[config.mk]
export PLATFORM = sky130hd
export DESIGN_NAME = sosr_regs
export DESIGN_NICKNAME = d
export VERILOG_FILES = /design/src/hw/sosr_pkg.sv /design/src/hw/sosr_out_ctrl.sv /design/src/hw/sosr_regs.sv
export SDC_FILE = /design/constraint.sdc
export NUM_CORES = 1
export LEC_CHECK = 0
export BUFFER_PORTS_ARGS = -buffer_cell sky130_fd_sc_hd__buf_2
export CORE_UTILIZATION = 55
export DETAILED_ROUTE_END_ITERATION = 8
export PLACE_DENSITY = 0.8
export SYNTH_ARGS = -nofsm -noshare
export SYNTH_HDL_FRONTEND = slang
export SYNTH_SLANG_ARGS = --single-unit
export TNS_END_PERCENT = 5
[constraint.sdc]
create_clock -name clk -period 8.46 [get_ports clk]
set_input_delay 0.846 -clock clk [delete_from_list [all_inputs] [get_ports clk]]
set_output_delay 0.846 -clock clk [all_outputs]
set_load 0.02 [all_outputs]
[src/hw/sosr_pkg.sv]
// =====================================================================
// Shared constants and types of the reference output register bank
package sosr_pkg;

  // ===================================================================
  // Geometry
  localparam int NUM_OUT = 8;
  localparam int ADDR_W = 10;
  localparam int DATA_W = 32;
  localparam int REG_W = 8;
  localparam int PS_W = 11;
  localparam int FINE_W = 8;

  // ===================================================================
  // Register indices; byte address is four times the index
  localparam logic [7:0] IDX_DLY [NUM_OUT] = '{
    8'h28, 8'h29, 8'h2a, 8'h38, 8'h39, 8'h48, 8'h49, 8'h58};
  localparam logic [7:0] IDX_DRV [NUM_OUT] = '{
    8'h2c, 8'h2d, 8'h2e, 8'h3c, 8'h3d, 8'h4c, 8'h4d, 8'h5c};
  localparam logic [7:0] IDX_EN = 8'h76;
  localparam logic [7:0] IDX_BIAS_TYPE = 8'h19;

  // ===================================================================
  // Writable bit masks and reset values
  localparam logic [7:0] DLY_MASK = 8'h7f;
  localparam logic [7:0] DRV_MASK = 8'hbc;
  localparam logic [7:0] EN_MASK = 8'hff;
  localparam logic [7:0] BT_MASK = 8'h80;
  localparam logic [7:0] DLY_RST = 8'h10;
  localparam logic [7:0] DRV_RST = 8'h00;
  localparam logic [7:0] EN_RST = 8'h00;
  localparam logic [7:0] BT_RST = 8'h00;

  // ===================================================================
  // Field positions
  localparam int FINE_LO_MSB = 6;
  localparam int FINE_LO_LSB = 5;
  localparam int SRC_BIT = 4;
  localparam int COARSE_MSB = 3;
  localparam int COARSE_LSB = 1;
  localparam int FINE_HI_BIT = 0;
  localparam int PD_BIT = 7;
  localparam int BIAS_BIT = 5;
  localparam int STYLE_BIT = 4;
  localparam int AMP_MSB = 3;
  localparam int AMP_LSB = 2;
  localparam int BT_BIT = 7;
  localparam int EN_TOP = 7;

  // ===================================================================
  // Delay steps in picoseconds
  localparam logic [PS_W-1:0] COARSE_STEP_PS = 11'h0a9;
  localparam logic [FINE_W-1:0] FINE_PS [8] = '{
    8'h00, 8'h19, 8'h32, 8'h4b, 8'h55, 8'h6e, 8'h87, 8'ha0};

  // ===================================================================
  // Per-output configuration and decoded control
  typedef struct packed {
    logic [REG_W-1:0] delay_src;
    logic [REG_W-1:0] drive;
    logic enable;
    logic bias_type;
  } sosr_cfg_type;

  typedef struct packed {
    logic active;
    logic src_sysref;
    logic bias_on;
    logic style;
    logic [1:0] amp;
    logic [PS_W-1:0] coarse_ps;
    logic [FINE_W-1:0] fine_ps;
    logic [PS_W-1:0] delay_ps;
  } sosr_ctl_type;

endpackage : sosr_pkg

[src/hw/sosr_out_ctrl.sv]
`timescale 1ns/1ps
`default_nettype none
// =====================================================================
// One reference output: decodes its configuration into controls
module sosr_out_ctrl
  import sosr_pkg::*;
(
  input wire logic clk,
  input wire logic reset_n,
  input wire sosr_cfg_type cfg,
  input wire logic chan_clk_s,
  input wire logic sysref_s,
  output sosr_ctl_type ctl,
  output logic ref_out
);

  // ===================================================================
  // Helpers
  // Gathers the split fine delay code from its register byte
  function automatic logic [2:0] fine_code(input logic [7:0] b);
    fine_code = {b[FINE_HI_BIT], b[FINE_LO_MSB:FINE_LO_LSB]};
  endfunction : fine_code

  // ===================================================================
  // Decode
  sosr_ctl_type next_ctl;
  logic pd;
  logic next_ref_out;
  logic [PS_W-1:0] coarse_code;

  // Power-down masks style, enable and amplitude
  assign pd = cfg.drive[PD_BIT];
  assign coarse_code = {8'h00, cfg.delay_src[COARSE_MSB:COARSE_LSB]};
  assign next_ctl.active = !pd && cfg.enable;
  assign next_ctl.src_sysref = cfg.delay_src[SRC_BIT];
  assign next_ctl.bias_on = cfg.drive[BIAS_BIT] && cfg.bias_type;
  assign next_ctl.style = !pd && cfg.drive[STYLE_BIT];
  assign next_ctl.amp = pd ? 2'h0 : cfg.drive[AMP_MSB:AMP_LSB];
  assign next_ctl.coarse_ps = coarse_code * COARSE_STEP_PS;
  assign next_ctl.fine_ps = FINE_PS[fine_code(cfg.delay_src)];
  assign next_ctl.delay_ps = next_ctl.coarse_ps
                             + {3'h0, next_ctl.fine_ps};

  // Source selection; a disabled output sits low
  assign next_ref_out = next_ctl.active
                        && (next_ctl.src_sysref ? sysref_s : chan_clk_s);

  // Control and output flip-flops
  always_ff @(posedge clk or negedge reset_n) begin
    if (!reset_n) begin
      ctl <= '0;
      ref_out <= 1'b0;
    end else begin
      ctl <= next_ctl;
      ref_out <= next_ref_out;
    end
  end

endmodule : sosr_out_ctrl
`default_nettype wire

[src/hw/sosr_regs.sv]
// Design decision made here: the APB register port.
`timescale 1ns/1ps
`default_nettype none
// Summary of operation
// - Source bit 0 routes the channel clock to the reference output.
// - Source bit 1, the reset value, routes the central SYSREF.
// - Coarse delay equals the 3-bit code times 169 ps.
// - Fine delay codes map to 0,25,50,75,85,110,135,160 ps.
// - Total SYSREF delay is coarse plus fine delay.
// - Bias bit clear, the reset value, gives no output bias.
// - Bias bit set biases to LVDS cross-point when bias type is 1.
// - Per-output bias bits are ignored while bias type is 0.
// - Power-down bit turns output off, masking style, enable, amplitude.
// - Enable bit 0 holds the output static low.
module sosr_regs
  import sosr_pkg::*;
(
  input wire logic clk,
  input wire logic reset_n,
  input wire logic psel,
  input wire logic penable,
  input wire logic pwrite,
  input wire logic [ADDR_W-1:0] paddr,
  input wire logic [DATA_W-1:0] pwdata,
  output logic [DATA_W-1:0] prdata,
  output logic pready,
  output logic pslverr,
  input wire logic [NUM_OUT-1:0] chan_clk_in,
  input wire logic sysref_in,
  output sosr_ctl_type ctl_out [NUM_OUT],
  output logic [NUM_OUT-1:0] sync_ref_output
);

  // ===================================================================
  // Helpers
  // Looks up an index in a table of per-output indices
  function automatic logic [3:0] find_ch(
    input logic [7:0] idx,
    input logic [7:0] tbl [NUM_OUT]
  );
    find_ch = 4'h0;
    for (int i = 0; i < NUM_OUT; i++) begin
      if (idx == tbl[i]) begin
        find_ch = {1'b1, 3'(i)};
      end
    end
  endfunction : find_ch

  // ===================================================================
  // Storage
  logic [REG_W-1:0] delay_src [NUM_OUT];
  logic [REG_W-1:0] drive [NUM_OUT];
  logic [REG_W-1:0] en;
  logic [REG_W-1:0] bias_type;

  // ===================================================================
  // Address decode
  logic [7:0] idx;
  logic aligned;
  logic [3:0] dly_sel;
  logic [3:0] drv_sel;
  logic dly_hit;
  logic drv_hit;
  logic en_hit;
  logic bt_hit;
  logic addr_ok;
  logic [2:0] dly_ch;
  logic [2:0] drv_ch;
  logic [REG_W-1:0] rd_byte;

  // Word index and register hits
  assign idx = paddr[ADDR_W-1:2];
  assign aligned = (paddr[1:0] == 2'h0);
  assign dly_sel = find_ch(idx, IDX_DLY);
  assign drv_sel = find_ch(idx, IDX_DRV);
  assign dly_hit = aligned && dly_sel[3];
  assign drv_hit = aligned && drv_sel[3];
  assign dly_ch = dly_sel[2:0];
  assign drv_ch = drv_sel[2:0];
  assign en_hit = aligned && (idx == IDX_EN);
  assign bt_hit = aligned && (idx == IDX_BIAS_TYPE);
  assign addr_ok = dly_hit || drv_hit || en_hit || bt_hit;

  // Read selection; stored reserved bits are always zero
  assign rd_byte = dly_hit ? delay_src[dly_ch] :
                   drv_hit ? drive[drv_ch] :
                   en_hit ? en :
                   bt_hit ? bias_type : 8'h00;

  // ===================================================================
  // APB handshake
  logic setup_rd;
  logic wr_fire;

  // Zero wait states; unmapped access answers with an error
  assign pready = 1'b1;
  assign pslverr = psel && penable && !addr_ok;
  assign setup_rd = psel && !penable && !pwrite;
  assign wr_fire = psel && penable && pwrite && addr_ok;

  // Read data captured in the setup cycle, held through access
  always_ff @(posedge clk or negedge reset_n) begin
    if (!reset_n) begin
      prdata <= '0;
    end else if (setup_rd) begin
      prdata <= {24'h000000, rd_byte};
    end
  end

  // ===================================================================
  // Register writes, masked so reserved bits stay zero
  always_ff @(posedge clk or negedge reset_n) begin
    if (!reset_n) begin
      for (int i = 0; i < NUM_OUT; i++) begin
        delay_src[i] <= DLY_RST;
        drive[i] <= DRV_RST;
      end
      en <= EN_RST;
      bias_type <= BT_RST;
    end else if (wr_fire) begin
      if (dly_hit) begin
        delay_src[dly_ch] <= pwdata[7:0] & DLY_MASK;
      end else if (drv_hit) begin
        drive[drv_ch] <= pwdata[7:0] & DRV_MASK;
      end else if (en_hit) begin
        en <= pwdata[7:0] & EN_MASK;
      end else if (bt_hit) begin
        bias_type <= pwdata[7:0] & BT_MASK;
      end
    end
  end

  // ===================================================================
  // Pin synchronisers
  logic [NUM_OUT-1:0] chan_meta;
  logic [NUM_OUT-1:0] chan_s;
  logic sysref_meta;
  logic sysref_s;

  // Two flip-flops on each incoming clock or reference pin
  always_ff @(posedge clk or negedge reset_n) begin
    if (!reset_n) begin
      chan_meta <= '0;
      chan_s <= '0;
      sysref_meta <= 1'b0;
      sysref_s <= 1'b0;
    end else begin
      chan_meta <= chan_clk_in;
      chan_s <= chan_meta;
      sysref_meta <= sysref_in;
      sysref_s <= sysref_meta;
    end
  end

  // ===================================================================
  // Per-output decoders
  sosr_cfg_type cfg [NUM_OUT];

  generate
    for (genvar g = 0; g < NUM_OUT; g++) begin : g_out
      // Enables sit with output A0 at the top bit
      assign cfg[g].delay_src = delay_src[g];
      assign cfg[g].drive = drive[g];
      assign cfg[g].enable = en[EN_TOP-g];
      assign cfg[g].bias_type = bias_type[BT_BIT];

      sosr_out_ctrl u_out (
        .clk(clk),
        .reset_n(reset_n),
        .cfg(cfg[g]),
        .chan_clk_s(chan_s[g]),
        .sysref_s(sysref_s),
        .ctl(ctl_out[g]),
        .ref_out(sync_ref_output[g])
      );
    end
  endgenerate

  logic [PS_W-1:0] coarse0;
  assign coarse0 = {8'h00, delay_src[0][COARSE_MSB:COARSE_LSB]};
endmodule : sosr_regs
`default_nettype wire

# Word level (Yosys, flattened, before mapping)
# Memory sizes are Yosys's and may differ from the RTL's.
# Index checks and enable logic that the tools add are counted.
# word_totals
reg_bits	459
mem_bits_ro	512
mem_count	8
# classes
n_addsub	8
n_mul	8
n_lt_le_gt_ge	12
eq_ne	18
n_mux	64
bitwise	13
n_reduce_logical	63
# memory_table
name	words	width	rd	rd_clocked_by_memory_dff	write_ports	line_no	rtl
(no name shown)	8	8	1	0	0	sosr_out_ctrl.sv:40	assign next_ctl.fine_ps = FINE_PS[fine_code(cfg.delay_src)];
(no name shown)	8	8	1	0	0	sosr_out_ctrl.sv:40	
(no name shown)	8	8	1	0	0	sosr_out_ctrl.sv:40	
(no name shown)	8	8	1	0	0	sosr_out_ctrl.sv:40	
(no name shown)	8	8	1	0	0	sosr_out_ctrl.sv:40	
(no name shown)	8	8	1	0	0	sosr_out_ctrl.sv:40	
+2 memories	--	--	--	--	--	--	
# ops
cell	count
$mux W8	26
$bwmux W64	2
$add A11 B8 Y11	8
$mul A3 B8 Y11 const B	8
$eq A8 B6 Y1 const B	10
$mux W4	16
$eq A8 B7 Y1 const B	7
$bmux W8 S3	2
$demux W8 S3	2
$logic_and A1 B1 Y1	44
$ge A4 B4 Y1 const B	10
$not A3 Y4	10
$mux W2	8
$logic_not A1 Y1	11
$eq A8 B5 Y1 const B	1
$lt A4 B1 Y1 const B	2
$mux W1	8
$reduce_and A5 Y1	1
$reduce_and A4 Y1	1
$logic_or A1 B1 Y1	3
$not A1 Y1	3
$reduce_and A3 Y1	1
$logic_not A2 Y1	1
$reduce_and A2 Y1	1

# Longest topological paths before layout
# Gate-level depths: netlist of the first run.
# logic_depth
ltp_word	15
mapped_depth	11
mapped_depth_nobuf	11

# By module
# A second synthesis of the first run with hierarchy kept.
# hier_totals
hier_cells	1467
area_unflattened_um2	18734.2
# modules_own_cells
module	n_inst	cells_per_inst	area_each_um2	seq_area_each_um2
sosr_out_ctrl	8	119	1544.0	875.8
sosr_regs	1	515	6382.4	3288.2

# Least setup slack after synthesis of the first run
# OpenSTA, ideal clock, no wires.
# synth_timing
path_kind	input -> output
start	in paddr[1]
end	out pslverr
arrival_time_ns	2.164
path_slack_ns	5.450
cell_stages	5
path_cell_list	or2_2 -> clkbuf_1 -> nor4_2 -> nor3_1 -> o211a_1
# synth_between
elab_chain_cells	7
word_cells_on_any_way	10
# synth_rtl
item	line_no	rtl
from (decl)	sosr_regs.sv:23	input wire logic [ADDR_W-1:0] paddr,
$logic_not A2 Y1 (*)	sosr_regs.sv:73	assign aligned = (paddr[1:0] == 2'h0);
$logic_and A1 B1 Y1, on equally long branches	sosr_regs.sv:76, sosr_regs.sv:77	
$logic_or A1 B1 Y1 (2 in a row)	sosr_regs.sv:82	assign addr_ok = dly_hit || drv_hit || en_hit || bt_hit;
$logic_or A1 B1 Y1 (*)	sosr_regs.sv:82	
$logic_not A1 Y1 (*)	sosr_regs.sv:97	assign pslverr = psel && penable && !addr_ok;
$logic_and A1 B1 Y1 (*)	sosr_regs.sv:97	
to (decl)	sosr_regs.sv:27	output logic pslverr,
# Mark *: on every way between the ends. The rest lies on a longest branch, timed or not.

# Worst setup path after layout of the first run
# Ends and elaborated chain as after synthesis.

==> metrics list, run 1 <==
- For this run, global-route usage on met2 was measured as 0.425.
- Setup clock skew after layout: 0.0134 ns
- Peak Freq: about 280 MHz
* Top area cells in the synthesized netlist: sky130_fd_sc_hd__dfrtp_1, sky130_fd_sc_hd__ha_1, sky130_fd_sc_hd__mux2_2
- The critical path is of the input port to output port type.
- Cell internal power was estimated by the tool at approximately 3200 uW.
- Across the VDD grid, the largest voltage drop is 0.000155 V.
- Run status: completed
* Count of buffers inserted at the top-level ports: between 300 and 400
- Final Max Tran Viols: 0
* Congestion Overflow GR: 0
* Post-DR wirelength/cell: 19.8 um
* Worst R2R Start: cfg[69]$_DFFE_PN0P_
* Horiz. Die Dim: 185 um
* Min Clock Period, post-route: roughly 3.6 ns
- The clock passes through at most 3 buffers.
* Area of the multi-input gates: roughly 7600 sq um
- Summing every instance area after synthesis gives around 18000 sq um.
- After routing the design area is 21700 sq um.
* Gp weighted congestion: 0.948
* Gate power share: 0.054
* Cell variety after synth: 75
* R2r worst-path depth: 11
- Fin. Hold Viols: 0
* Standby leakage power: ~0.012 uW
- Power density normalized to cell area: about 190 nW/um^2
- DRT Wirelength: around 44 mm
* Mapped Avg Cell Area: roughly 13 sq um
- The sequential cells in the finished layout cover a total of roughly 10000 sq um.
- Setup repair after global routing left no endpoint under its margin.
- Min-Delay Path Class: input port to asynchronous set/reset pin
* Number of synthesized flops with an enable pin: 0
- Main flop type after synthesis: sky130_fd_sc_hd__dfrtp_1
- Relative contribution of the clock network to total power: 0.458
- Number of top-level design ports: a little under 400
- Antenna violations before repair: 9
* Signed area change from the synthesized netlist to the final layout: 18.0%
- Placed cell area: approximately 20000 sq um
* Sequential area share after synthesis: 0.559
- The first global-routing pass estimated just under 70 mm of wire.
* Cell count after synthesis: around 1400
- Number of search-and-repair iterations in the first detailed-routing pass: 6
- In the global route stage, met1 resource usage came out at 0.342.
- CTS built an H-tree with a depth of 2.
- Resized Gates After CTS: 0
* Clock sink count: between 400 and 500
- Clock-pin slew on the worst setup and hold paths: around 0.05 ns
* Sort of element at the start of the critical path: input port
- Mean number of vias per cell: 5.59
- Clock latency on the worst-skew pair: ~0.53 ns
- Effective utilization at floorplan: 0.563
- Counting flops with an async set or reset pin after synthesis yields a share of 1.00.
* Fill cells: roughly 2400
* Kind of capture point of the worst setup path: output port
- Of the total power, registers draw 0.488.
- For the final routed database, the setup TNS stands at 0 ns.
- Violation count after the first detailed-route iteration: between 700 and 800
* Die Area: approximately 34000 sq um
- The floorplan has between 60 and 70 rows.
- Setup violations remaining at the end of the flow were counted as 0.
- The critical path starts at paddr[1].
- GR Util All Layers: 0.259
* Vias in the first global route: around 12000
- Met3 track demand over resource: 0.0438
- Yosys reg bits: 411
* Post-CTS repair timing setup buffer count: 0
* Slew at the pin closest to its max-slew limit: slightly above 1 ns
* Switching portion of total power: 0.226
- Across all layers, the routed design uses about 13000 vias.
- Clock root buffer: sky130_fd_sc_hd__clkbuf_16
- Of the post-synthesis cell area, the dominant cell type holds 0.548.
* Most frequent standard cell in the layout excluding fill and tap cells: sky130_fd_sc_hd__dfrtp_1
- The core region is 32700 sq um.
* Max_slew headroom: 0.309
* Post-route DRC: 0
* Data arrival time of the critical path: between 2 and 3 ns
- In the final design database the tool counted just under 2000 nets.
* TritonCTS clock tree: built
* Post-DP HPWL: 32.2 mm
- Fraction of the cycle the final worst path needs: 0.426
* Pin count of the biggest net entering global routing: about 160
- Max-cap viol count: 0
- Fraction of final layout cells sized beyond drive strength 1: 0.315
- CTS Hold Buffers Added: 0
* Vertical extent of the die: around 180 um
* Dominant cell type by area after synthesis: sky130_fd_sc_hd__dfrtp_1
- The detail route stage leaves a number of antenna-violating nets equal to 0.
- Once layout is complete, the utilization of the core stands at 0.664.
- For this design the total switching power over the nets is 934 uW.
* Req. time, crit path: roughly 7.6 ns
- CTS buffer count: 43
* Most used cells in the layout excluding fill and tap cells: sky130_fd_sc_hd__dfrtp_1, sky130_fd_sc_hd__buf_2, sky130_fd_sc_hd__ha_1
- Of all nets on the critical path, the largest fanout is 10.
- Count of warnings emitted by yosys: 0
- Layer with the highest usage after global routing: met2
[worst paths after layout]
path | end | slack, ns
setup reg to reg | g_out[4].u_out.ctl[10]$_DFF_PN0_ | 5.17
hold / removal | g_out[6].u_out.ctl[9]$_DFF_PN0_ | 0.31
max in group asynchronous | g_out[0].u_out.ctl[10]$_DFF_PN0_ | 6.63
min in group clk | chan_s[2]$_DFF_PN0_ | 0.35
hold reg to reg | chan_s[2]$_DFF_PN0_ | 0.35
setup / recovery | pslverr | 4.85
[per-layer routing]
layer	part of all wire	up-vias
met1	0.41	6255
li1	-	5653
met5	0.00029	-
met3	0.066	100
met4	0.037	2
met2	0.48	520
[worst max-delay path, stage by stage]
cell and delay (ns):
sky130_fd_sc_hd__buf_2 0.10, sky130_fd_sc_hd__or2_2 0.38, sky130_fd_sc_hd__nor4_2 0.92, sky130_fd_sc_hd__nor3_1 0.13, sky130_fd_sc_hd__o211a_1 0.20, sky130_fd_sc_hd__buf_2 0.18
[logic make-up (layout without fill, tap and decap cells)]
logic type / count (synthesis) / after routing / synth area share
muxes: 134 / 134 / 0.0834
DFF: 411 / 411 / 0.559
AOI/OAI and AO/OA: 239 / 239 / 0.0921
adders and majority gates: 136 / 136 / 0.0957
other: 2 / 33 / 0.000408
and+or+nand+nor: 313 / 313 / 0.0927
buffers and inverters: 115 / 446 / 0.0339
xor gates and xnor gates: 89 / 89 / 0.0424
[cells in the mapped netlist, types with 4 or more instances]
cell type,n
sky130_fd_sc_hd__a41o_1,8
sky130_fd_sc_hd__fa_1,8
sky130_fd_sc_hd__o22ai_1,6
sky130_fd_sc_hd__and3_1,5
sky130_fd_sc_hd__xnor2_1,46
sky130_fd_sc_hd__or2_2,9
sky130_fd_sc_hd__mux2i_1,16
sky130_fd_sc_hd__dfstp_2,8
sky130_fd_sc_hd__buf_1,5
sky130_fd_sc_hd__and2_1,19
sky130_fd_sc_hd__or3_1,7
sky130_fd_sc_hd__nand2_1,80
sky130_fd_sc_hd__clkbuf_1,25
sky130_fd_sc_hd__a21oi_1,57
sky130_fd_sc_hd__o211a_1,4
sky130_fd_sc_hd__a221oi_1,4
sky130_fd_sc_hd__o21a_1,4
sky130_fd_sc_hd__buf_2,4
sky130_fd_sc_hd__a21boi_0,5
sky130_fd_sc_hd__nor2_1,48
sky130_fd_sc_hd__o2111ai_1,5
sky130_fd_sc_hd__nand2b_1,5
sky130_fd_sc_hd__a21o_1,16
sky130_fd_sc_hd__inv_1,31
sky130_fd_sc_hd__a22o_1,11
sky130_fd_sc_hd__xor2_1,43
sky130_fd_sc_hd__mux4_2,4
sky130_fd_sc_hd__nor2b_1,73
sky130_fd_sc_hd__a211oi_1,4
sky130_fd_sc_hd__o311ai_0,4
sky130_fd_sc_hd__buf_4,50
sky130_fd_sc_hd__nand3_1,20
sky130_fd_sc_hd__dfrtp_1,403
sky130_fd_sc_hd__o221ai_1,8
sky130_fd_sc_hd__o21bai_1,6
sky130_fd_sc_hd__mux2_2,114
sky130_fd_sc_hd__a222oi_1,7
sky130_fd_sc_hd__o211ai_1,12
sky130_fd_sc_hd__nor3_1,17
sky130_fd_sc_hd__ha_1,128
sky130_fd_sc_hd__o21ai_0,55
[flip-flops by register name (all words and copies together), names as in the netlist]
| name | count |
|---|---|
| chan_s | 8 |
| g_out.u_out.ref_out | 8 |
| en | 8 |
| cfg | 96 |
| sysref_s | 1 |
| bias_type | 1 |
| g_out.u_out.ctl | 272 |
| sysref_meta | 1 |
| chan_meta | 8 |
| prdata | 8 |
[metrics by stage]
stage | power [uW] | cells | hold slack, ns | worst slack, ns
after floorplan | 2180 | 1462 | 0.331 | 5.45
after global placement | 2270 | 2159 | 0.335 | 4.86
after detailed placement | 2280 | 2159 | 0.335 | 4.81
after CTS | 4170 | 2235 | 0.326 | 4.96
after global routing | 4280 | 2242 | 0.351 | 4.84
final | 4130 | 2243 | 0.310 | 4.85
[power groups by stage]
stage	Clock (uW)	Combinational, uW	Sequential, uW
finish	1890	224	2020
global route	2010	245	2020
global placement	0	218	2050
CTS	1920	225	2020
floorplan	0	102	2070
detailed placement	0	224	2050
[layout make-up]
class | count | share of cell area
Sequential cell | 411 | 0.474
Multi-Input combinational cell | 936 | 0.349
Timing Repair Buffer | 339 | 0.0795
Clock buffer | 56 | 0.0561
Tap cell | 442 | 0.0255
Clock inverter | 20 | 0.0102
Inverter | 31 | 0.00536
Antenna cell | 8 | 0.000922
Note: power is estimated with default switching activity, not from simulation.
==> inputs of run 2 (changes only) <==
Settings changed: CORE_UTILIZATION 55 to 50, PLACE_DENSITY 0.8 to 0.77.
Clock period 8.46 ns to 3.2 ns, I/O delays scaled along.
==> metrics list, run 2 (synthesized netlist as in run 1, its figures left out) <==
- Htree depth: 2
- Before antenna repair, the detailed router went through 6 iterations.
- At the pin with the least slew margin, the transition time is just under 0.8 ns.
- Run status: completed
* Number of top-level design ports: 386
- Sum of buffers and inverters on the critical path: 2
- Crit path cell chain: inv_1, ha_1, nand2_1, o21ai_1, fa_1, a21o_1, a21oi_1, nor2b_1, o311ai_0, buf_4, a211oi_1, xor2_1
- Leaving out filler cells and counting taps, the final layout contains roughly 2300.
* Final net count: ~2000
* Max-cap viol count: 0
- Data on the critical path is required at its endpoint by about 3.6 ns.
- Kind of capture point of the worst setup path: register
* Post-DR wirelength/cell: ~20 um
- Using the TritonRoute via totals, the vias-per-cell ratio works out to 5.45.
- More flip-flops sit in one register than any other, and that register is g_out.u_out.ctl.
- Number of logic stages on the critical path including buffering: 12
* Maximum resistive drop on vdd: ~0.00036 V
* Unrepaired setup endpoints after global routing: no
- Fin. Hold Viols: 0
- The clock reaches the later pin of the worst-skew pair after roughly 0.56 ns.
* Violation count after the first detailed-route iteration: about 1000
* Clock root buffer: sky130_fd_sc_hd__clkbuf_16
- GR Util All Layers: 0.250
- Total chip power: roughly 11000 uW
- DRT Wirelength: 46.1 mm
- Count of buffers inserted at the top-level ports: about 340
- Total via count in the routed design: approximately 13000
- The worst pin sits at a relative slew slack of 0.475.
- Max FFs per register: about 270
* Post-DP HPWL: ~34 mm
- The total area inside the core boundary comes to ~36000 sq um.
- From synthesis to final layout, the design area changed by 20.2%.
* Power density normalized to cell area: roughly 500 nW/um^2
- Of all nets on the critical path, the largest fanout is 6.
* Die Area: 37600 sq um
- In this run the static leakage power is 0.0120 uW.
- Tracing the worst setup path back leads to its startpoint at cfg[123]$_DFFE_PN0P_.
- The smallest clock period supported by the final layout is computed as roughly 3.0 ns.
* Setup-failing EPs final: 0
- Post-route DRC: 0
* Effective utilization at floorplan: 0.512
* Sort of element at the start of the critical path: register
* Number of nets with antenna violations after routing: 0
- The number of global-route vias before repair is 12600.
* Clock sink count: 411
* Most frequent standard cell in the layout excluding fill and tap cells: sky130_fd_sc_hd__dfrtp_1
- No sink is reached through more buffers than the 3 on the longest clock path.
* First-pass GRT wire length: around 73 mm
* Flop-to-flop setup slack: around 0.24 ns
* Fraction of final layout cells sized beyond drive strength 1: 0.326
- Including well taps, the total number of placed cells is between 2000 and 2500.
- The largest single stage delay on the critical path is about 0.48 ns.
- The number of antenna violations at the first check in global routing is 7.
* Data arrival time of the critical path: between 3 and 4 ns
- Horiz. Die Dim: around 190 um
- Fill cells: roughly 2800
- Worst hold path startpoint: pwdata[6]
* Destination of the worst register-to-register timing path: g_out[1].u_out.ctl[10]$_DFF_PN0_
- R2r worst-path depth: 12
- Hold timing on the final database bottoms out at a slack of between 0.15 and 0.2 ns.
* Count of standard-cell rows: 69
- TritonCTS clock tree: built
- In this run the vertical extent of the chip is between 150 and 200 um.
- Final Max Tran Viols: 0
- Congestion Overflow GR: 0
* Clock-pin slew on the worst setup and hold paths: around 0.060 ns
- Most used cells in the layout excluding fill and tap cells: sky130_fd_sc_hd__dfrtp_1, sky130_fd_sc_hd__buf_2, sky130_fd_sc_hd__ha_1
* Last element of the critical path: g_out[1].u_out.ctl[10]$_DFF_PN0_
- Gp weighted congestion: 0.884
- Pin count of the biggest net entering global routing: between 80 and 90
- Slowest library cell on the worst path: sky130_fd_sc_hd__fa_1
- Worst R2R Start: cfg[123]$_DFFE_PN0P_
- Startpoint-to-endpoint class of the critical path: register to register
- Between clock sinks in the finished design, the worst skew comes to about 0.011 ns.
- The path class of the tightest hold or removal check is input port to register.
- Static timing analysis puts the maximum clock frequency at between 300 and 400 MHz.
- Of the available clock period, the critical path in the final layout requires 0.925.
- CTS buffer count: 43
- Summed negative setup slack over all endpoints: 0 ns
- The cell family contributing the most delay on the critical path is compound AO/OA/AOI/OAI gates.
-- run 2: cell count changes in the layout (fill, tap and decap cells not counted), moves of 2 or more --
cell,delta
sky130_fd_sc_hd__buf_4,+25
sky130_fd_sc_hd__dlygate4sd3_1,+10
sky130_fd_sc_hd__clkinvlp_4,+4
sky130_fd_sc_hd__buf_12,+3
sky130_fd_sc_hd__clkbuf_8,+3
sky130_fd_sc_hd__clkinv_2,-2
sky130_fd_sc_hd__inv_6,-2
sky130_fd_sc_hd__o311ai_0,-2
-- run 2: worst min path at each step --
stage                                    end  slack [ns]  cells past startpoint
global route             cfg[16]$_DFFE_PN0P_        0.16                      3
detailed placement       chan_s[5]$_DFF_PN0_        0.34                      0
floorplan           bias_type[7]$_DFFE_PN0P_        0.02                      0
CTS                      cfg[16]$_DFFE_PN0P_        0.14                      3
finish                   cfg[16]$_DFFE_PN0P_        0.18                      3
global placement         chan_s[2]$_DFF_PN0_        0.33                      0
-- run 2: metrics by stage --
stage / instance area [sq um] / util / worst slack (ns)
global route: 22100 / 0.616 / 0.0148
detailed placement: 20500 / 0.572 / 0.128
CTS: 22100 / 0.615 / 0.0963
floorplan: 18500 / - / 0.474
finish: 22100 / 0.616 / 0.240
global placement: 20500 / 0.572 / 0.190
-- run 2: final cells by class --
| cell class | instances | area (sq um) | area share |
|---|---|---|---|
| clock buffers | 59 | 1260 | 0.0569 |
| diodes | 7 | 17.5 | 0.000792 |
| well taps | 461 | 577 | 0.0261 |
| multi-input cells | 936 | 7580 | 0.343 |
| inverters | 31 | 116 | 0.00526 |
| repair buffers | 377 | 2070 | 0.0938 |
| flip-flops and latches | 411 | 10300 | 0.466 |
| clock inverters | 19 | 194 | 0.00877 |
-- run 2: report_power, final --
| part | leakage [uW] | internal [uW] | switching [uW] |
|---|---|---|---|
| registers | 0.00540 | 5280 | 52.6 |
| clock network | 0.000706 | 3010 | 2050 |
| logic | 0.00593 | 187 | 441 |
-- run 2: repair_timing --
item                                    4_1_cts  5_1_grt
endpoints found under the setup margin        0        7
endpoints found under the hold margin        82        0
resized for setup                             0        5
setup buffers                                 0        0
hold buffers                                 10        0
-- run 2: worst min-delay path, delay by kind of cell --
kind	cells	cell delay [ns]
buffers and inverters	1	0.21
and+or+nand+nor	1	0.09
AOI/OAI and AO/OA	1	0.07
-- run 2: layer usage --
metal  vias to the layer above  wire, um  track usage
li1                       5737         -            -
met2                       414     22500        0.413
met4                         0      1320       0.0829
met1                      6313     19700        0.333
met5                         -         0            0
met3                        86      2600       0.0470
==> inputs of run 3 (changes only) <==
Settings changed: CORE_UTILIZATION 50 to 55, PLACE_DENSITY 0.77 to 0.8.
Clock period 3.2 ns to 3.4 ns, I/O delays scaled along.
==> metrics list, run 3 (synthesized netlist as in run 1, its figures left out) <==
- Derived from the worst setup path, the maximum achievable clock frequency is 317 MHz.
* Routing usage on met2: 0.428
- Congestion Overflow GR: 0
- Wires add up to around 45 mm.
- Sort of element at the start of the critical path: register
- Once detailed placement completed, the half-perimeter wirelength came to 31.9 mm.
- Port buffering added 336 buffers.
* Maximum count of clock buffers along a single path: 3
- The design draws about 10000 uW.
* Slowest stage delay, CP: about 0.49 ns
- Met3 track demand over resource: 0.0419
* Final net count: 1971
- The worst register-to-register path begins at cfg[51]$_DFFE_PN0P_.
- TritonCTS clock tree: built
- The die is ~180 um tall.
- Final Hold Slack: roughly 0.2 ns
- The clock tree synthesis step divided the H-tree into 2 levels.
- After detailed placement, the design holds a cell count of roughly 2200.
* Run status: completed
- The analysis attributes to cell leakage a power of approximately 0.012 uW.
- Signed area change from the synthesized netlist to the final layout: 19.1%
* Clock-pin slew on the worst setup and hold paths: approximately 0.060 ns
- The worst register-to-register path has a depth of 11.
- For this run, the number of standard cells in the final layout without fillers is around 2300.
- For this design, the sink count on the clock tree is 411.
- For this design the total switching power over the nets is approximately 2400 uW.
* GR Util All Layers: 0.262
- Number of search-and-repair iterations in the first detailed-routing pass: 5
- Antenna violations before repair: 8
- OpenSTA, run right after detailed placement, puts the worst setup slack at between 0.2 and 0.3 ns.
* Min-Delay Path Class: input port to register
- Entering global routing, the biggest net connects 105 pins.
* Sequential group share of total power: 0.486
- In this run the worst path has a maximum fanout of 7.
- Area of the placeable core: 32700 sq um
- Die Area: ~34000 sq um
* Fraction of final layout cells sized beyond drive strength 1: 0.318
- From left edge to right edge, the die measures 185 um.
* Startpoint-to-endpoint class of the critical path: register to register
* Fill cells: 2399
* First-pass GRT wire length: ~70 mm
* Most frequent standard cell in the layout excluding fill and tap cells: sky130_fd_sc_hd__dfrtp_1
* Met1 demand-to-capacity share in global routing: 0.347
- Slew at the pin closest to its max-slew limit: between 0.9 and 1 ns
- The worst hold path begins at pwdata[6].
- Effective utilization at floorplan: 0.563
* Unrepaired setup endpoints after global routing: no
- Pin placement for this block handled between 300 and 400 I/O pins.
- Once detail routing completed, the nets flagged for antenna violations numbered 0.
- In the final layout, the multi-input gates occupy ~7600 sq um.
- Dividing total power by cell area gives a power density of approximately 470 nW/um^2.
- Slowest library cell on the worst path: sky130_fd_sc_hd__fa_1
* PnR worst setup slack: 0.243 ns
- Internal power comes to 7920 uW.
- Vias in the first global route: between 10000 and 15000
- Clock latency on the worst-skew pair: ~0.55 ns
- The tree is rooted in a sky130_fd_sc_hd__clkbuf_16.
- For the worst setup path, the data required time is approximately 3.8 ns.
- In the routed design, unresolved DRC markers number 0.
- STA classifies the critical path endpoint as a register.
- The register with the most flip-flops in the layout has around 270 of them.
* Fraction of the cycle the final worst path needs: 0.928
- Min Clock Period, post-route: 3.16 ns
- The final count of pins violating max slew was 0.
* Setup-failing EPs final: 0
- The worst hold path was traced through 3 stages.
* Most used cells in the layout excluding fill and tap cells: sky130_fd_sc_hd__dfrtp_1, sky130_fd_sc_hd__buf_2, sky130_fd_sc_hd__ha_1
* Gp weighted congestion: around 0.96
* Switching portion of total power: 0.232
- After floorplanning, the core was divided into between 60 and 70 placement rows.
* Fin. Hold Viols: 0
* Post-DR wirelength/cell: around 20 um
- Maximum resistive drop on vdd: 0.000406 V
* Crit path cell chain: inv_1, ha_1, nand2_1, o21ai_0, fa_1, a21o_1, a21oi_1, nor2b_1, o311ai_0, a211oi_1, xor2_1
* Register with the highest flop count: g_out.u_out.ctl
* Max_slew headroom: 0.387
- Max-cap viol count: 0
- The sequential cells in the finished layout cover a total of 10300 sq um.
* Total via count in the routed design: 12500
- The layer flagged by global routing as most heavily used is met2.
* Relative contribution of the clock network to total power: 0.458
* Violation count after the first detailed-route iteration: around 920
- Dividing the detail-routed via count by the number of cells gives roughly 5.5.
- CP startpoint: cfg[51]$_DFFE_PN0P_
* Gate power share: 0.056
* Setup clock skew after layout: 0.00987 ns
- Adding up every negative setup slack in the final design gives 0 ns.
- CTS buffer count: 42
- Data arrival time of the critical path: ~3.6 ns
run 3: cell count changes in the layout (fill, tap and decap cells not counted), sizes merged:
cell	previous run	this run
buf	367	347
clkbuf	59	55
clkinv	10	13
diode	7	8
run 3: critical path: cells and delay by family (launching register included):
kind,cells,cell delay [ns]
adder cells (fa/ha/maj),2,0.81
XOR/XNOR,1,0.18
buffers and inverters,1,0.12
AO/OA/AOI/OAI,5,1.28
AND/OR/NAND/NOR,2,0.17
flip-flops,1,0.47
run 3: power by group through the flow:
stage	logic [uW]	registers, uW	clock network, uW
6_report	579	5020	4720
3_3_place_gp	556	5100	0
4_1_cts	581	5010	4800
3_5_place_dp	566	5100	0
5_1_grt	632	5020	4970
2_1_floorplan	255	5160	0
run 3: routing by layer:
metal / wire length [um] / vias to the layer above
li1: - / 5698
met1: 18800 / 6171
met2: 21700 / 532
met3: 2650 / 94
met4: 1530 / 0
met5: 0 / -
run 3: final timing paths:
path                                                    end  slack, ns
max                        g_out[5].u_out.ctl[10]$_DFF_PN0_       0.24
min                                    cfg[142]$_DFFE_PN0P_       0.21
max reg2reg                g_out[5].u_out.ctl[10]$_DFF_PN0_       0.24
min reg2reg                             chan_s[0]$_DFF_PN0_       0.35
max in group asynchronous   g_out[3].u_out.ctl[0]$_DFF_PN0_       2.02
min in group asynchronous  g_out[6].u_out.ctl[28]$_DFF_PN0_       0.37
run 3: what timing repair did:
| item | 4_1_cts | 5_1_grt |
|---|---|---|
| hold buffers | 10 | 0 |
| resized for setup | 0 | 1 |
| endpoints found under the setup margin | 0 | 1 |
| hold endpoints to repair | 85 | 0 |
| buffers inserted | 0 | 0 |
run 3: cell type report:
class                           count  area share
Antenna cell                        8    0.000913
Clock buffer                       55      0.0558
Clock inverter                     22      0.0102
Inverter                           31     0.00531
Multi-Input combinational cell    936       0.345
Sequential cell                   411       0.470
Tap cell                          442      0.0252
Timing Repair Buffer              357      0.0878
run 3: through the flow:
step | utilization | instance area [sq um]
finish | 0.670 | 21900
global route | 0.670 | 21900
CTS | 0.670 | 21900
detailed placement | 0.623 | 20400
global placement | 0.623 | 20400
floorplan | - | 18500
